File: config.mk
export PLATFORM = sky130hd
export DESIGN_NAME = bsscp_port
export DESIGN_NICKNAME = d
export VERILOG_FILES = /design/src/verilog/bsscp_pkg.sv /design/src/verilog/bsscp_fifo_if.sv /design/src/verilog/bsscp_fifo.sv /design/src/verilog/bsscp_port.sv
export SDC_FILE = /design/constraint.sdc
export NUM_CORES = 1
export LEC_CHECK = 0
export BUFFER_PORTS_ARGS = -buffer_cell sky130_fd_sc_hd__buf_2
export CORE_ASPECT_RATIO = 2
export CORE_MARGIN = 2
export CORE_UTILIZATION = 35
export DETAILED_ROUTE_END_ITERATION = 6
export PLACE_DENSITY = 0.62
export SLEW_MARGIN = 0
export SYNTH_ARGS = -nofsm -noshare
export SYNTH_HDL_FRONTEND = slang
export SYNTH_SLANG_ARGS = --single-unit
export TNS_END_PERCENT = 10
File: constraint.sdc
create_clock -name ref_clk_i -period 5.2 [get_ports ref_clk_i]
set_input_delay 0.26 -clock ref_clk_i [delete_from_list [all_inputs] [get_ports ref_clk_i]]
set_output_delay 0.26 -clock ref_clk_i [all_outputs]
set_load 0.05 [all_outputs]
File: src/verilog/bsscp_pkg.sv
// bsscp_pkg: constants and types shared by the serial command port files
package bsscp_pkg;
    // =====================================================================
    // command byte layout
    localparam logic [7:0] CMD_RESET = 8'h1E;
    localparam logic [7:0] CMD_ADC_READ = 8'h00;
    localparam logic [2:0] CONV_PREFIX = 3'h2;
    localparam logic [3:0] PROM_PREFIX = 4'hA;
    localparam logic [2:0] OSR_MAX = 3'h4;
    // =====================================================================
    // link framing
    localparam logic [3:0] BYTE_BITS = 4'h8;
    localparam logic [2:0] SPI_LAST_BIT = 3'h7;
    localparam logic [5:0] BUS_ADDR_HIGH = 6'h3B;
    localparam logic [1:0] PROM_RESP_BYTES = 2'h2;
    localparam logic [1:0] ADC_RESP_BYTES = 2'h3;
    // =====================================================================
    // data
    localparam int PROM_WORDS = 8;
    localparam int PROM_WORD_W = 16;
    localparam int RESULT_W = 24;
    // arbitrary contents; word 7 ends in a 4-bit check nibble
    localparam logic [127:0] CAL_INIT = 128'h5A3C_0B41_6D2E_7F10_1234_5678_9ABC_0001;
    localparam logic [23:0] RESULT_CORRUPT_MASK = 24'hA5_A5A5;
    localparam logic [23:0] RESULT_NONE = 24'h00_0000;
    // =====================================================================
    // state machines
    typedef enum logic [2:0] {
        LK_IDLE, LK_ADDR, LK_ADDR_ACK, LK_WRITE, LK_WRITE_ACK, LK_READ, LK_READ_ACK
    } bsscp_link_type;
    typedef enum logic {EX_IDLE, EX_PUSH} bsscp_exec_type;
endpackage : bsscp_pkg

File: src/verilog/bsscp_fifo_if.sv
// bsscp_fifo_if: valid/ready byte stream between the command executor and the link
`timescale 1ns/1ns
interface bsscp_fifo_if #(parameter int WIDTH = 8);
    logic push_valid;
    logic push_ready;
    logic [WIDTH-1:0] push_data;
    logic pop_valid;
    logic pop_ready;
    logic [WIDTH-1:0] pop_data;
    logic flush;
    modport fill (output push_valid, output push_data, output flush, input push_ready);
    modport drain (input pop_valid, input pop_data, output pop_ready);
    modport store (input push_valid, input push_data, input flush, input pop_ready,
                   output push_ready, output pop_valid, output pop_data);
endinterface : bsscp_fifo_if

File: src/verilog/bsscp_fifo.sv
// bsscp_fifo: parameterised response FIFO with flush
`timescale 1ns/1ns
module bsscp_fifo #(
    parameter int WIDTH = 8,
    parameter int DEPTH = 8
) (
    input wire logic ref_clk_i, // core clock
    input wire logic reset_i, // async reset, active high
    bsscp_fifo_if.store fifo // push and pop sides
);
    localparam int AW = $clog2(DEPTH);
    localparam logic [AW:0] FULL_COUNT = (AW+1)'(DEPTH);
    localparam logic [AW-1:0] LAST_SLOT = AW'(DEPTH - 1);

    if (DEPTH < 2 || WIDTH < 1) begin : g_bad_param
        $error("bsscp_fifo: DEPTH must be at least 2 and WIDTH at least 1");
    end

    logic [WIDTH-1:0] mem_reg [DEPTH];
    logic [AW-1:0] wr_reg, wr_next, rd_reg, rd_next;
    logic [AW:0] count_reg, count_next;
    logic do_push, do_pop;

    assign fifo.push_ready = (count_reg != FULL_COUNT);
    assign fifo.pop_valid = (count_reg != '0);
    assign fifo.pop_data = mem_reg[rd_reg];
    assign do_push = fifo.push_valid && fifo.push_ready && !fifo.flush;
    assign do_pop = fifo.pop_ready && fifo.pop_valid && !fifo.flush;

    always_comb begin
        wr_next = wr_reg;
        rd_next = rd_reg;
        count_next = count_reg;
        if (fifo.flush) begin
            wr_next = '0;
            rd_next = '0;
            count_next = '0;
        end else begin
            if (do_push) begin
                wr_next = (wr_reg == LAST_SLOT) ? '0 : wr_reg + 1'b1;
            end
            if (do_pop) begin
                rd_next = (rd_reg == LAST_SLOT) ? '0 : rd_reg + 1'b1;
            end
            if (do_push && !do_pop) begin
                count_next = count_reg + 1'b1;
            end else if (do_pop && !do_push) begin
                count_next = count_reg - 1'b1;
            end
        end
    end

    always_ff @(posedge ref_clk_i or posedge reset_i) begin
        if (reset_i) begin
            wr_reg <= '0;
            rd_reg <= '0;
            count_reg <= '0;
        end else begin
            wr_reg <= wr_next;
            rd_reg <= rd_next;
            count_reg <= count_next;
        end
    end

    // storage has no reset; a slot is only read after it was written
    always_ff @(posedge ref_clk_i) begin
        if (do_push) begin
            mem_reg[wr_reg] <= fifo.push_data;
        end
    end
endmodule : bsscp_fifo

File: src/verilog/bsscp_port.sv
// bsscp_port: serial command port of a barometric sensor, spi or i2c slave
`timescale 1ns/1ns
module bsscp_port #(
    parameter int CONV_BASE_CYCLES = 1024,
    parameter logic [127:0] CAL_WORDS = bsscp_pkg::CAL_INIT,
    parameter int FIFO_DEPTH = 8
) (
    input wire logic ref_clk_i, // core clock, 125 MHz
    input wire logic reset_i, // async reset, active high
    input wire logic serial_clock_i, // serial clock pin from host
    input wire logic chip_select_pin_i, // spi select (low active) or inverted i2c address bit
    input wire logic protocol_select_pin_i, // high i2c, low spi
    input wire logic serial_in_or_bus_data_pin_i, // spi data in or i2c data level
    output logic serial_out_pin_o, // spi read data
    output logic bus_data_out_o, // i2c data drive level, always low
    output logic bus_data_oe_o, // high while pulling i2c data low
    input wire logic [23:0] raw_pressure_sample_i, // pressure converter value
    input wire logic [23:0] raw_temperature_sample_i, // temperature converter value
    output logic conversion_busy_o, // conversion in progress
    output logic result_ready_o // an unread result is held
);
    localparam int CONV_CNT_W = $clog2(CONV_BASE_CYCLES * 16 + 1);

    if (CONV_BASE_CYCLES < 1 || CONV_BASE_CYCLES > 65536 || FIFO_DEPTH < 3) begin : g_bad_param
        $error("bsscp_port: CONV_BASE_CYCLES or FIFO_DEPTH out of range");
    end

    // =====================================================================
    // pin synchronisers
    logic [3:0] sync1_reg, sync2_reg;
    logic scl_d_reg, sda_d_reg;
    logic scl, sda, cs_n, bus_mode;
    logic scl_rise, scl_fall, bus_start, bus_stop;

    always_ff @(posedge ref_clk_i or posedge reset_i) begin
        if (reset_i) begin
            sync1_reg <= 4'h0;
            sync2_reg <= 4'h0;
            scl_d_reg <= 1'b0;
            sda_d_reg <= 1'b0;
        end else begin
            sync1_reg <= {protocol_select_pin_i, chip_select_pin_i, serial_in_or_bus_data_pin_i, serial_clock_i};
            sync2_reg <= sync1_reg;
            scl_d_reg <= sync2_reg[0];
            sda_d_reg <= sync2_reg[1];
        end
    end

    assign scl = sync2_reg[0];
    assign sda = sync2_reg[1];
    assign cs_n = sync2_reg[2];
    assign bus_mode = sync2_reg[3];
    assign scl_rise = scl && !scl_d_reg;
    assign scl_fall = !scl && scl_d_reg;
    assign bus_start = scl && scl_d_reg && sda_d_reg && !sda;
    assign bus_stop = scl && scl_d_reg && !sda_d_reg && sda;

    // =====================================================================
    // response fifo
    bsscp_fifo_if #(.WIDTH(8)) resp_if ();

    bsscp_fifo #(
        .WIDTH(8),
        .DEPTH(FIFO_DEPTH)
    ) u_fifo (
        .ref_clk_i(ref_clk_i),
        .reset_i(reset_i),
        .fifo(resp_if.store)
    );

    // =====================================================================
    // link state
    bsscp_pkg::bsscp_link_type lk_reg, lk_next;
    logic [3:0] cnt_reg, cnt_next;
    logic [7:0] sh_in_reg, sh_in_next;
    logic [7:0] sh_out_reg, sh_out_next;
    logic rw_reg, rw_next;
    logic nack_reg, nack_next;
    logic got_cmd_reg, got_cmd_next;
    logic sdo_reg, sdo_next;
    logic oe_reg, oe_next;
    logic sda_out_reg;
    logic cmd_valid_reg, cmd_valid_next;
    logic [7:0] cmd_reg, cmd_next;
    logic load_byte;
    logic [7:0] next_byte;
    logic [7:0] in_byte;
    logic ex_ready;

    // reads past the queued answer give zero
    assign next_byte = resp_if.pop_valid ? resp_if.pop_data : 8'h00;
    assign resp_if.pop_ready = load_byte;
    assign in_byte = {sh_in_reg[6:0], sda};

    always_comb begin
        lk_next = lk_reg;
        cnt_next = cnt_reg;
        sh_in_next = sh_in_reg;
        sh_out_next = sh_out_reg;
        rw_next = rw_reg;
        nack_next = nack_reg;
        got_cmd_next = got_cmd_reg;
        sdo_next = sdo_reg;
        oe_next = oe_reg;
        cmd_valid_next = 1'b0;
        cmd_next = cmd_reg;
        load_byte = 1'b0;
        if (!bus_mode) begin
            oe_next = 1'b0;
            lk_next = bsscp_pkg::LK_IDLE;
            if (cs_n) begin
                cnt_next = '0;
                got_cmd_next = 1'b0;
                sdo_next = 1'b0;
            end else if (scl_rise) begin
                sh_in_next = in_byte;
                cnt_next = {1'b0, cnt_reg[2:0] + 3'h1};
                if (!got_cmd_reg && cnt_reg[2:0] == bsscp_pkg::SPI_LAST_BIT) begin
                    got_cmd_next = 1'b1;
                    cmd_valid_next = 1'b1;
                    cmd_next = in_byte;
                end
            end else if (scl_fall && got_cmd_reg) begin
                if (cnt_reg[2:0] == 3'h0) begin
                    load_byte = 1'b1;
                    sdo_next = next_byte[7];
                    sh_out_next = {next_byte[6:0], 1'b0};
                end else begin
                    sdo_next = sh_out_reg[7];
                    sh_out_next = {sh_out_reg[6:0], 1'b0};
                end
            end
        end else if (bus_start) begin
            lk_next = bsscp_pkg::LK_ADDR;
            cnt_next = '0;
            oe_next = 1'b0;
        end else if (bus_stop) begin
            lk_next = bsscp_pkg::LK_IDLE;
            oe_next = 1'b0;
        end else begin
            unique case (lk_reg)
                bsscp_pkg::LK_IDLE: begin
                    oe_next = 1'b0;
                end
                bsscp_pkg::LK_ADDR: begin
                    if (scl_rise) begin
                        sh_in_next = in_byte;
                        cnt_next = cnt_reg + 4'h1;
                    end else if (scl_fall && cnt_reg == bsscp_pkg::BYTE_BITS) begin
                        if (sh_in_reg[7:1] == {bsscp_pkg::BUS_ADDR_HIGH, !cs_n}) begin
                            oe_next = 1'b1;
                            rw_next = sh_in_reg[0];
                            lk_next = bsscp_pkg::LK_ADDR_ACK;
                        end else begin
                            lk_next = bsscp_pkg::LK_IDLE;
                        end
                    end
                end
                bsscp_pkg::LK_ADDR_ACK: begin
                    if (scl_fall) begin
                        cnt_next = '0;
                        if (rw_reg) begin
                            load_byte = 1'b1;
                            oe_next = !next_byte[7];
                            sh_out_next = {next_byte[6:0], 1'b0};
                            lk_next = bsscp_pkg::LK_READ;
                        end else begin
                            oe_next = 1'b0;
                            lk_next = bsscp_pkg::LK_WRITE;
                        end
                    end
                end
                bsscp_pkg::LK_WRITE: begin
                    if (scl_rise) begin
                        sh_in_next = in_byte;
                        cnt_next = cnt_reg + 4'h1;
                    end else if (scl_fall && cnt_reg == bsscp_pkg::BYTE_BITS) begin
                        // a busy executor nacks, except for reset
                        if (ex_ready || sh_in_reg == bsscp_pkg::CMD_RESET) begin
                            cmd_valid_next = 1'b1;
                            cmd_next = sh_in_reg;
                            oe_next = 1'b1;
                        end
                        lk_next = bsscp_pkg::LK_WRITE_ACK;
                    end
                end
                bsscp_pkg::LK_WRITE_ACK: begin
                    if (scl_fall) begin
                        oe_next = 1'b0;
                        cnt_next = '0;
                        lk_next = bsscp_pkg::LK_WRITE;
                    end
                end
                bsscp_pkg::LK_READ: begin
                    if (scl_rise) begin
                        cnt_next = cnt_reg + 4'h1;
                    end else if (scl_fall) begin
                        if (cnt_reg == bsscp_pkg::BYTE_BITS) begin
                            oe_next = 1'b0;
                            lk_next = bsscp_pkg::LK_READ_ACK;
                        end else begin
                            oe_next = !sh_out_reg[7];
                            sh_out_next = {sh_out_reg[6:0], 1'b0};
                        end
                    end
                end
                bsscp_pkg::LK_READ_ACK: begin
                    if (scl_rise) begin
                        nack_next = sda;
                    end else if (scl_fall) begin
                        cnt_next = '0;
                        if (!nack_reg) begin
                            load_byte = 1'b1;
                            oe_next = !next_byte[7];
                            sh_out_next = {next_byte[6:0], 1'b0};
                            lk_next = bsscp_pkg::LK_READ;
                        end else begin
                            lk_next = bsscp_pkg::LK_IDLE;
                        end
                    end
                end
            endcase
        end
    end

    always_ff @(posedge ref_clk_i or posedge reset_i) begin
        if (reset_i) begin
            lk_reg <= bsscp_pkg::LK_IDLE;
            cnt_reg <= '0;
            sh_in_reg <= '0;
            sh_out_reg <= '0;
            rw_reg <= 1'b0;
            nack_reg <= 1'b0;
            got_cmd_reg <= 1'b0;
            sdo_reg <= 1'b0;
            oe_reg <= 1'b0;
            sda_out_reg <= 1'b0;
            cmd_valid_reg <= 1'b0;
            cmd_reg <= '0;
        end else begin
            lk_reg <= lk_next;
            cnt_reg <= cnt_next;
            sh_in_reg <= sh_in_next;
            sh_out_reg <= sh_out_next;
            rw_reg <= rw_next;
            nack_reg <= nack_next;
            got_cmd_reg <= got_cmd_next;
            sdo_reg <= sdo_next;
            oe_reg <= oe_next;
            sda_out_reg <= 1'b0;
            cmd_valid_reg <= cmd_valid_next;
            cmd_reg <= cmd_next;
        end
    end

    // =====================================================================
    // command executor and conversion timer
    bsscp_pkg::bsscp_exec_type ex_reg, ex_next;
    logic [23:0] resp_reg, resp_next;
    logic [1:0] left_reg, left_next;
    logic busy_reg, busy_next;
    logic conv_temp_reg, conv_temp_next;
    logic corrupt_reg, corrupt_next;
    logic [CONV_CNT_W-1:0] conv_cnt_reg, conv_cnt_next;
    logic [23:0] result_reg, result_next;
    logic valid_reg, valid_next;
    logic reset_cmd;
    logic is_conv, is_prom;
    logic [15:0] prom_word;
    logic [23:0] sample;

    assign ex_ready = (ex_reg == bsscp_pkg::EX_IDLE);
    assign is_conv = (cmd_reg[7:5] == bsscp_pkg::CONV_PREFIX) && !cmd_reg[0]
                     && (cmd_reg[3:1] <= bsscp_pkg::OSR_MAX);
    assign is_prom = (cmd_reg[7:4] == bsscp_pkg::PROM_PREFIX) && !cmd_reg[0];
    assign prom_word = CAL_WORDS[{cmd_reg[3:1], 4'h0} +: bsscp_pkg::PROM_WORD_W];
    assign sample = conv_temp_reg ? raw_temperature_sample_i : raw_pressure_sample_i;
    assign reset_cmd = cmd_valid_reg && cmd_reg == bsscp_pkg::CMD_RESET;
    // spi frame end or reset command drops any queued answer
    assign resp_if.flush = (!bus_mode && cs_n) || reset_cmd;
    assign resp_if.push_valid = (ex_reg == bsscp_pkg::EX_PUSH);
    assign resp_if.push_data = resp_reg[23:16];

    always_comb begin
        ex_next = ex_reg;
        resp_next = resp_reg;
        left_next = left_reg;
        busy_next = busy_reg;
        conv_temp_next = conv_temp_reg;
        corrupt_next = corrupt_reg;
        conv_cnt_next = conv_cnt_reg;
        result_next = result_reg;
        valid_next = valid_reg;
        if (busy_reg) begin
            if (conv_cnt_reg == '0) begin
                busy_next = 1'b0;
                valid_next = 1'b1;
                result_next = corrupt_reg ? (sample ^ bsscp_pkg::RESULT_CORRUPT_MASK) : sample;
            end else begin
                conv_cnt_next = conv_cnt_reg - 1'b1;
            end
        end
        if (ex_reg == bsscp_pkg::EX_PUSH && resp_if.push_ready) begin
            resp_next = {resp_reg[15:0], 8'h00};
            left_next = left_reg - 2'h1;
            if (left_reg == 2'h1) begin
                ex_next = bsscp_pkg::EX_IDLE;
            end
        end
        if (reset_cmd) begin
            ex_next = bsscp_pkg::EX_IDLE;
            busy_next = 1'b0;
            corrupt_next = 1'b0;
            valid_next = 1'b0;
        end else if (cmd_valid_reg) begin
            if (is_conv) begin
                if (busy_reg) begin
                    corrupt_next = 1'b1;
                end else begin
                    busy_next = 1'b1;
                    corrupt_next = 1'b0;
                    conv_temp_next = cmd_reg[4];
                    conv_cnt_next = CONV_CNT_W'((CONV_BASE_CYCLES << cmd_reg[3:1]) - 1);
                end
            end else if (cmd_reg == bsscp_pkg::CMD_ADC_READ) begin
                resp_next = (valid_reg && !busy_reg) ? result_reg : bsscp_pkg::RESULT_NONE;
                valid_next = 1'b0;
                if (busy_reg) begin
                    corrupt_next = 1'b1;
                end
                left_next = bsscp_pkg::ADC_RESP_BYTES;
                ex_next = bsscp_pkg::EX_PUSH;
            end else if (is_prom) begin
                resp_next = {prom_word, 8'h00};
                left_next = bsscp_pkg::PROM_RESP_BYTES;
                ex_next = bsscp_pkg::EX_PUSH;
            end
        end
    end

    always_ff @(posedge ref_clk_i or posedge reset_i) begin
        if (reset_i) begin
            ex_reg <= bsscp_pkg::EX_IDLE;
            resp_reg <= '0;
            left_reg <= '0;
            busy_reg <= 1'b0;
            conv_temp_reg <= 1'b0;
            corrupt_reg <= 1'b0;
            conv_cnt_reg <= '0;
            result_reg <= '0;
            valid_reg <= 1'b0;
        end else begin
            ex_reg <= ex_next;
            resp_reg <= resp_next;
            left_reg <= left_next;
            busy_reg <= busy_next;
            conv_temp_reg <= conv_temp_next;
            corrupt_reg <= corrupt_next;
            conv_cnt_reg <= conv_cnt_next;
            result_reg <= result_next;
            valid_reg <= valid_next;
        end
    end

    // =====================================================================
    // outputs
    assign serial_out_pin_o = sdo_reg;
    assign bus_data_out_o = sda_out_reg;
    assign bus_data_oe_o = oe_reg;
    assign conversion_busy_o = busy_reg;
    assign result_ready_o = valid_reg;
endmodule : bsscp_port
# Word level (Yosys, flattened, before mapping)

Memory sizes are Yosys's and may differ from the RTL's.
Index checks and enable logic that the tools add are counted.

RAM bits: 64
Output and inout bits: 5
Memories: 1
Bits of input ports: 54
Register bits: 127

Memories:

| memory         | depth | bits a word | rd ports | clocked after memory_dff | write ports | line             | RTL |
|---|---|---|---|---|---|---|---|
| u_fifo.mem_reg | 8     | 8           | 1        | 0                        | 1           | bsscp_fifo.sv:19 | `logic [WIDTH-1:0] mem_reg [DEPTH];` |

Add/sub/neg operators: 9
Reductions and logical operators: 72
Order comparisons: 1
Muxes and demuxes: 166
Bitwise operators: 8
Shift-type cells: 2
Equal/unequal tests: 55

Operator list:

| cell                                                         | number |
|---|---|
| two-way mux 8 bit                                            | 32 |
| two-way mux 24 bit                                           | 9 |
| variable part select 128 x 8 -> 16 bit, first input constant | 1 |
| two-way mux 15 bit                                           | 6 |
| inequality test 5 bit, second input constant                 | 15 |
| two-way mux 1 bit                                            | 74 |
| two-way mux 3 bit                                            | 22 |
| two-way mux 4 bit                                            | 11 |
| inequality test 3 bit, second input constant                 | 9 |
| one-hot mux 8 bit (3 select lines)                           | 1 |
| logical AND 1 bit                                            | 22 |
| == test 3 bit, second input constant                         | 6 |
| one-hot mux 3 bit (6 select lines)                           | 1 |
| nonzero test 2 bit                                           | 9 |
| == test 8 x 5 -> 1 bit, second input constant                | 2 |
| logical NOT 15 bit                                           | 1 |
| << shifter 11 x 3 -> 15 bit, first input constant            | 1 |
| subtractor 15 x 1 -> 15 bit, second input constant           | 1 |
| subtractor 15 x 2 -> 15 bit, second input constant           | 1 |
| logical NOT 1 bit                                            | 14 |
| two-way mux 2 bit                                            | 7 |
| AND reduction 14 bit                                         | 1 |
| AND reduction 13 bit                                         | 1 |
| inequality test 2 bit, second input constant                 | 6 |
| 35 further kinds                                             | 60 |

# Depth between registers and ports, before layout

Depth in word-level cells: 14
Depth in mapped cells: 12
Depth with buffers taken out: 12

# By module

From an unflattened synthesis, not the netlist that was laid out.

Cell total of the unflattened synthesis: 790
Area total of the unflattened synthesis: 9,352.7 um2

By module, submodules not included:

| module     | sequential area each (um2) | instances | cells each | area each (um2) |
|---|---|---|---|---|
| bsscp_port | 2,902.8                    | 1         | 613        | 6,165.9 |
| bsscp_fifo | 2,172.1                    | 1         | 177        | 3,186.8 |

# Least setup slack after synthesis

No wires, ideal clock.

Path kind: reg2reg
Start: reg u_fifo.count_reg[0]
End: reg u_fifo.count_reg[3]
Required time: 5.074 ns
Stages on the path, launching flop included: 11
Arrival: 2.524 ns
Buffers on the path: 1
Path slack: 2.551 ns
Path through: dfrtp_1 -> or4b_2 -> and2_1 -> clkbuf_1 -> nand3_1 -> ha_1 -> a21o_1 -> a21oi_1 -> o2111a_1 -> a21oi_1 -> mux2i_1

Longest elaborated chain between the ends: 7
Elaborated cells on any way between the ends: 16

RTL lines:

| what                                                              | line             | RTL |
|---|---|---|
| from (decl)                                                       | bsscp_fifo.sv:21 | `logic [AW:0] count_reg, count_next;` |
| from (signal assigned)                                            | bsscp_fifo.sv:61 | `count_reg <= count_next;` |
| branches (longest 7 deep; another with subtractor 4 x 1 -> 4 bit) | --               |  |

Several ways; the timed one is not identified. The select of a mux whose other input is x is not followed.
A chain may end at the register's enable or synchronous reset.

# Final worst setup path

Start: reg cmd_reg[3]
End: reg u_fifo.count_reg[3]

Longest elaborated chain between the ends: 9
Elaborated cells on any way between the ends: 13

RTL lines:

| what                     | line                               | RTL |
|---|---|---|
| from (decl)              | bsscp_port.sv:84                   | `logic [7:0] cmd_reg, cmd_next;` |
| from (signal assigned)   | bsscp_port.sv:252                  | `cmd_reg <= cmd_next;` |
| == test 8 x 5 -> 1 bit * | bsscp_port.sv:278                  | `assign reset_cmd = cmd_valid_reg && cmd_reg == bsscp_pkg::CMD_RESET;` |
| logical AND 1 bit *      | bsscp_port.sv:278                  |  |
| logical OR 1 bit *       | bsscp_port.sv:280                  | `assign resp_if.flush = (!bus_mode && cs_n) \|\| reset_cmd;` |
| logical NOT 1 bit        | bsscp_fifo.sv:27, bsscp_fifo.sv:28 |  |
| logical AND 1 bit        | bsscp_fifo.sv:28                   | `assign do_pop = fifo.pop_ready && fifo.pop_valid && !fifo.flush;` |
| logical NOT 1 bit        | bsscp_fifo.sv:45                   | `if (do_push && !do_pop) begin` |
| logical AND 1 bit        | bsscp_fifo.sv:45                   |  |
| two-way mux 4 bit        | bsscp_fifo.sv:45                   |  |
| two-way mux 4 bit        | bsscp_fifo.sv:34                   | `if (fifo.flush) begin` |

Mark *: on every way between the ends. The rest lies on a longest branch, timed or not.

==> results.tsv <==
stage	metric	value	unit
outcome	status	finished with violations	
outcome	failing checks	negative hold slack	
setup_path	data required time at the worst endpoint	5.57	ns
power	maximum vdd ir drop	0.246	mV
logic_synthesis	post-synthesis xor/xnor area fraction	3.03	%
logic_synthesis	share of synthesized area spent on multiplexers	12.7	%
logic_synthesis	Synth top area share	34.1	%
sta	Worst Hold Slack	-0.0146	ns
logic_synthesis	dominant combinational cell family by area after synthesis	simple AND/OR/NAND/NOR gates	
finish	number of standard cells in the final layout excluding fillers	1198	
power	total power	3.96	mW
power	Cell Pwr Density	379	nW/um2
route	via count	6163	
route	ratio of routed vias to standard cells	5.14	
floorplan	chip width	119	um
setup_path	type of element capturing the critical path	flip-flop	
power	portion of total power attributed to sequential cells	46.9	%
logic_synthesis	number of standard cells after synthesis	794	
power	Sw Pwr	1.29	mW
clock_tree	maximum buffer depth of the clock tree	2	
logic_synthesis	Synth Warn #	0	
clock_tree	Worst-Skew Late Latency	0.45	ns
global_route	wire length of the first global-routing pass	33.0	mm
global_route	number of global-route vias before repair	6301	
floorplan	area of the die	27900	um2
setup_path	category of the most critical setup path	reg2reg	
finish	ratio of cells with drive above 1 in the final layout	18.7	%
finish	area delta synth->final	13.1	%
logic_synthesis	number of register bits inferred by synthesis	190	
logic_synthesis	Main synth FF type	dfrtp_1	
logic_synthesis	Post-Synth Simple-Gate Area	13.7	%
clock_tree	total number of H-tree levels	4	
logic_synthesis	post-synthesis average cell area	11.7	um2
logic_synthesis	Post-Synth Adder-Cell Area	2.92	%
floorplan	CORE AREA	26200	um2
sta	Rel. slew slack	22.1	%
hold_path	Min-Delay Path Class	in2async	
floorplan	Top-Level Pins	59	
sta	sum of negative setup slack	0	ns
clock_tree	TritonCTS clock tree	yes	
finish	number of antenna repair diodes	0	
global_route	global route overflow	0	
floorplan	starting utilization of the core area	35.4	%
logic_synthesis	cell type contributing the most total cell area after synthesis	dfrtp_1	
logic_synthesis	number of enable flip-flop cells after synthesis	64	
route	wire length per cell	17.0	um
setup_path	biggest fanout along the worst timing path	16	
power	fraction of power spent switching nets	32.6	%
place	final weighted congestion in routability-driven placement	0.822	
global_route	maximum number of pins on one net before global-route repair	71	
logic_synthesis	top post-synthesis cells by area	dfrtp_1 34%, edfxtp_1 21%, mux2i_1 5.3%	
clock_tree	number of CTS-inserted buffers	17	
sta	Highest Clock Rate	311	MHz
setup_path	element type at the critical path start	flip-flop	
setup_path	arrival time worst endpoint	3.58	ns
logic_synthesis	fraction of the yosys area taken by sequential cells	54.8	%
sta	Max Transition Viols Final	0	
power	P_int	2.67	mW
sta	post-route fraction of the period consumed by the critical path	61.8	%
power	combinational share of power	21.0	%
logic_synthesis	net count after synthesis	869	
route	first-pass iteration count of the detailed router	5	
clock_tree	post-cts gate resize count	0	
finish	flip-flop count of the largest register, all copies and words added	64	
place	IO buf count	57	
sta	worst-case clock skew	0.00878	ns
floorplan	y dimension of the die	234	um
flow_run	max capacitance violation total	0	
global_route	initial antenna violation count	0	
finish	NumNets Final	916	
route	sum of routed wire length over all layers	20.4	mm
global_route	global-route usage over all layers	15.4	%
logic_synthesis	most instantiated library cell after synthesis	dfrtp_1	
place	half-perimeter wire length after detailed placement	14.9	mm
floorplan	number of core rows	84	
route	Residual DRC	0	
sta	slew at the pin closest to its max-slew limit	1.16	ns
place	cell count after placement	1162	
power	leakage power figure	4.50	nW
logic_synthesis	Unique masters post-synth	70	
sta	Hold Vio Cnt, Final	4	
logic_synthesis	cell area after synthesis	9260	um2
logic_synthesis	commonest cells in the netlist	126 x dfrtp_1, 114 x nand2_1, 64 x edfxtp_1, 49 x mux2i_1, 41 x o21ai_0	
clock_tree	total number of clock tree sinks	190	
sta	unrepaired setup endpoints after global routing	false	
sta	final count of negative-setup-slack endpoints	0	
clock_tree	buffer type at the clock tree root	clkbuf_16	
clock_tree	clock-pin transition on the worst setup and hold timing paths	0.08	ns
route	count of antenna-violating nets left after detailed routing	0	
sta	final critical-path required period	3.21	ns
power	clock share of power	32.1	%
logic_synthesis	area fraction in compound gates after synthesis	10.2	%
route	violation count after the first detailed-route iteration	256	
logic_synthesis	async set-reset flop share out of synthesis	66.3	%
path summary, 6_finish.rpt:
path,start,endpoint,slack (ns),cells after the start
max in group asynchronous,reset_i,result_reg[13],3.97,3
hold / removal,reset_i,bus_data_oe_o,-0.01,2
hold reg to reg,sync1_reg[0],sync2_reg[0],0.35,0
min in group ref_clk_i,raw_pressure_sample_i[22],result_reg[22],0.10,3
setup reg to reg,cmd_reg[3],u_fifo.count_reg[3],1.99,10
setup / recovery,cmd_reg[3],u_fifo.count_reg[3],1.99,10
cells by family after synthesis:
kind of cell    after synthesis
compound gates              142
xor+xnor                     32
fa+ha+maj                    21
buf+inv                      59
flops                       190
mux                          96
other cells                   1
simple gates                253
power by group through the flow:
stage / clock [mW] / combinational, mW / sequential, mW
after global routing: 1.36 / 0.933 / 1.89
after CTS: 1.30 / 0.848 / 1.86
after detailed placement: 0 / 0.841 / 1.89
after floorplan: 0 / 0.654 / 1.83
final: 1.27 / 0.833 / 1.86
after global placement: 0 / 0.831 / 1.88
what timing repair did:
action,4_1_cts,5_1_grt
setup buffers,0,0
endpoints found under the hold margin,4,0
hold buffers,4,0
endpoints found under the setup margin,0,0
per-stage QoR:
stage                     setup slack (ns)  utilization [%]  instance area (um2)
after global placement                2.11             37.7                 9870
final                                 1.99             40.0                10500
after global routing                  1.72             40.0                10500
after detailed placement              2.04             37.7                 9870
after CTS                             2.00             40.0                10500
after floorplan                       1.58                -                 9260
placed cells by master (no fill, tap or decap), types with 4 or more instances in the layout:
master           n
a211oi_1         5
a21oi_1         37
a221o_1         10
a22o_1          10
a31oi_1          5
buf_2           57
buf_4            5
clkbuf_16       17
dfrtp_1        126
dlygate4sd3_1    4
edfxtp_1        64
ha_1            20
inv_1           20
inv_8            7
mux2_2          33
mux2i_1         49
mux4_2          14
nand2_1        114
nand2b_1        14
nand3_1         12
nand3b_1         4
nor2_1          32
nor2b_1          8
nor3_1          15
nor4_1          11
o21ai_0         41
or3_1            5
or4_1            4
xnor2_1         17
xor2_1          15
worst max-delay path: stages, from the launching register on:
cell     delay (ns)
dfrtp_1        0.64
nand4_1        0.18
nor4_2         0.58
a21oi_1        0.41
nand3_1        0.22
ha_1           0.26
a21o_1         0.17
a21oi_1        0.20
nor2_1         0.06
a21oi_1        0.21
mux2i_1        0.21
layout make-up:
class	count	area, um2
fill	2537	15700
tap	344	430
timing repair buffer	66	363
clock inverter	14	136
multi-input combinational	545	3960
inverter	21	81.3
sequential	190	5070
clock buffer	18	429
per-layer routing:
metal / part of all wire, % / global-route usage, % / wire length, um
met3: 2.4 / 2.65 / 499
met2: 57 / 30.0 / 11700
met4: 3.5 / 8.22 / 706
met5: 0 / 0 / 0
met1: 37 / 15.2 / 7520
(Power assumes the default switching activity.)
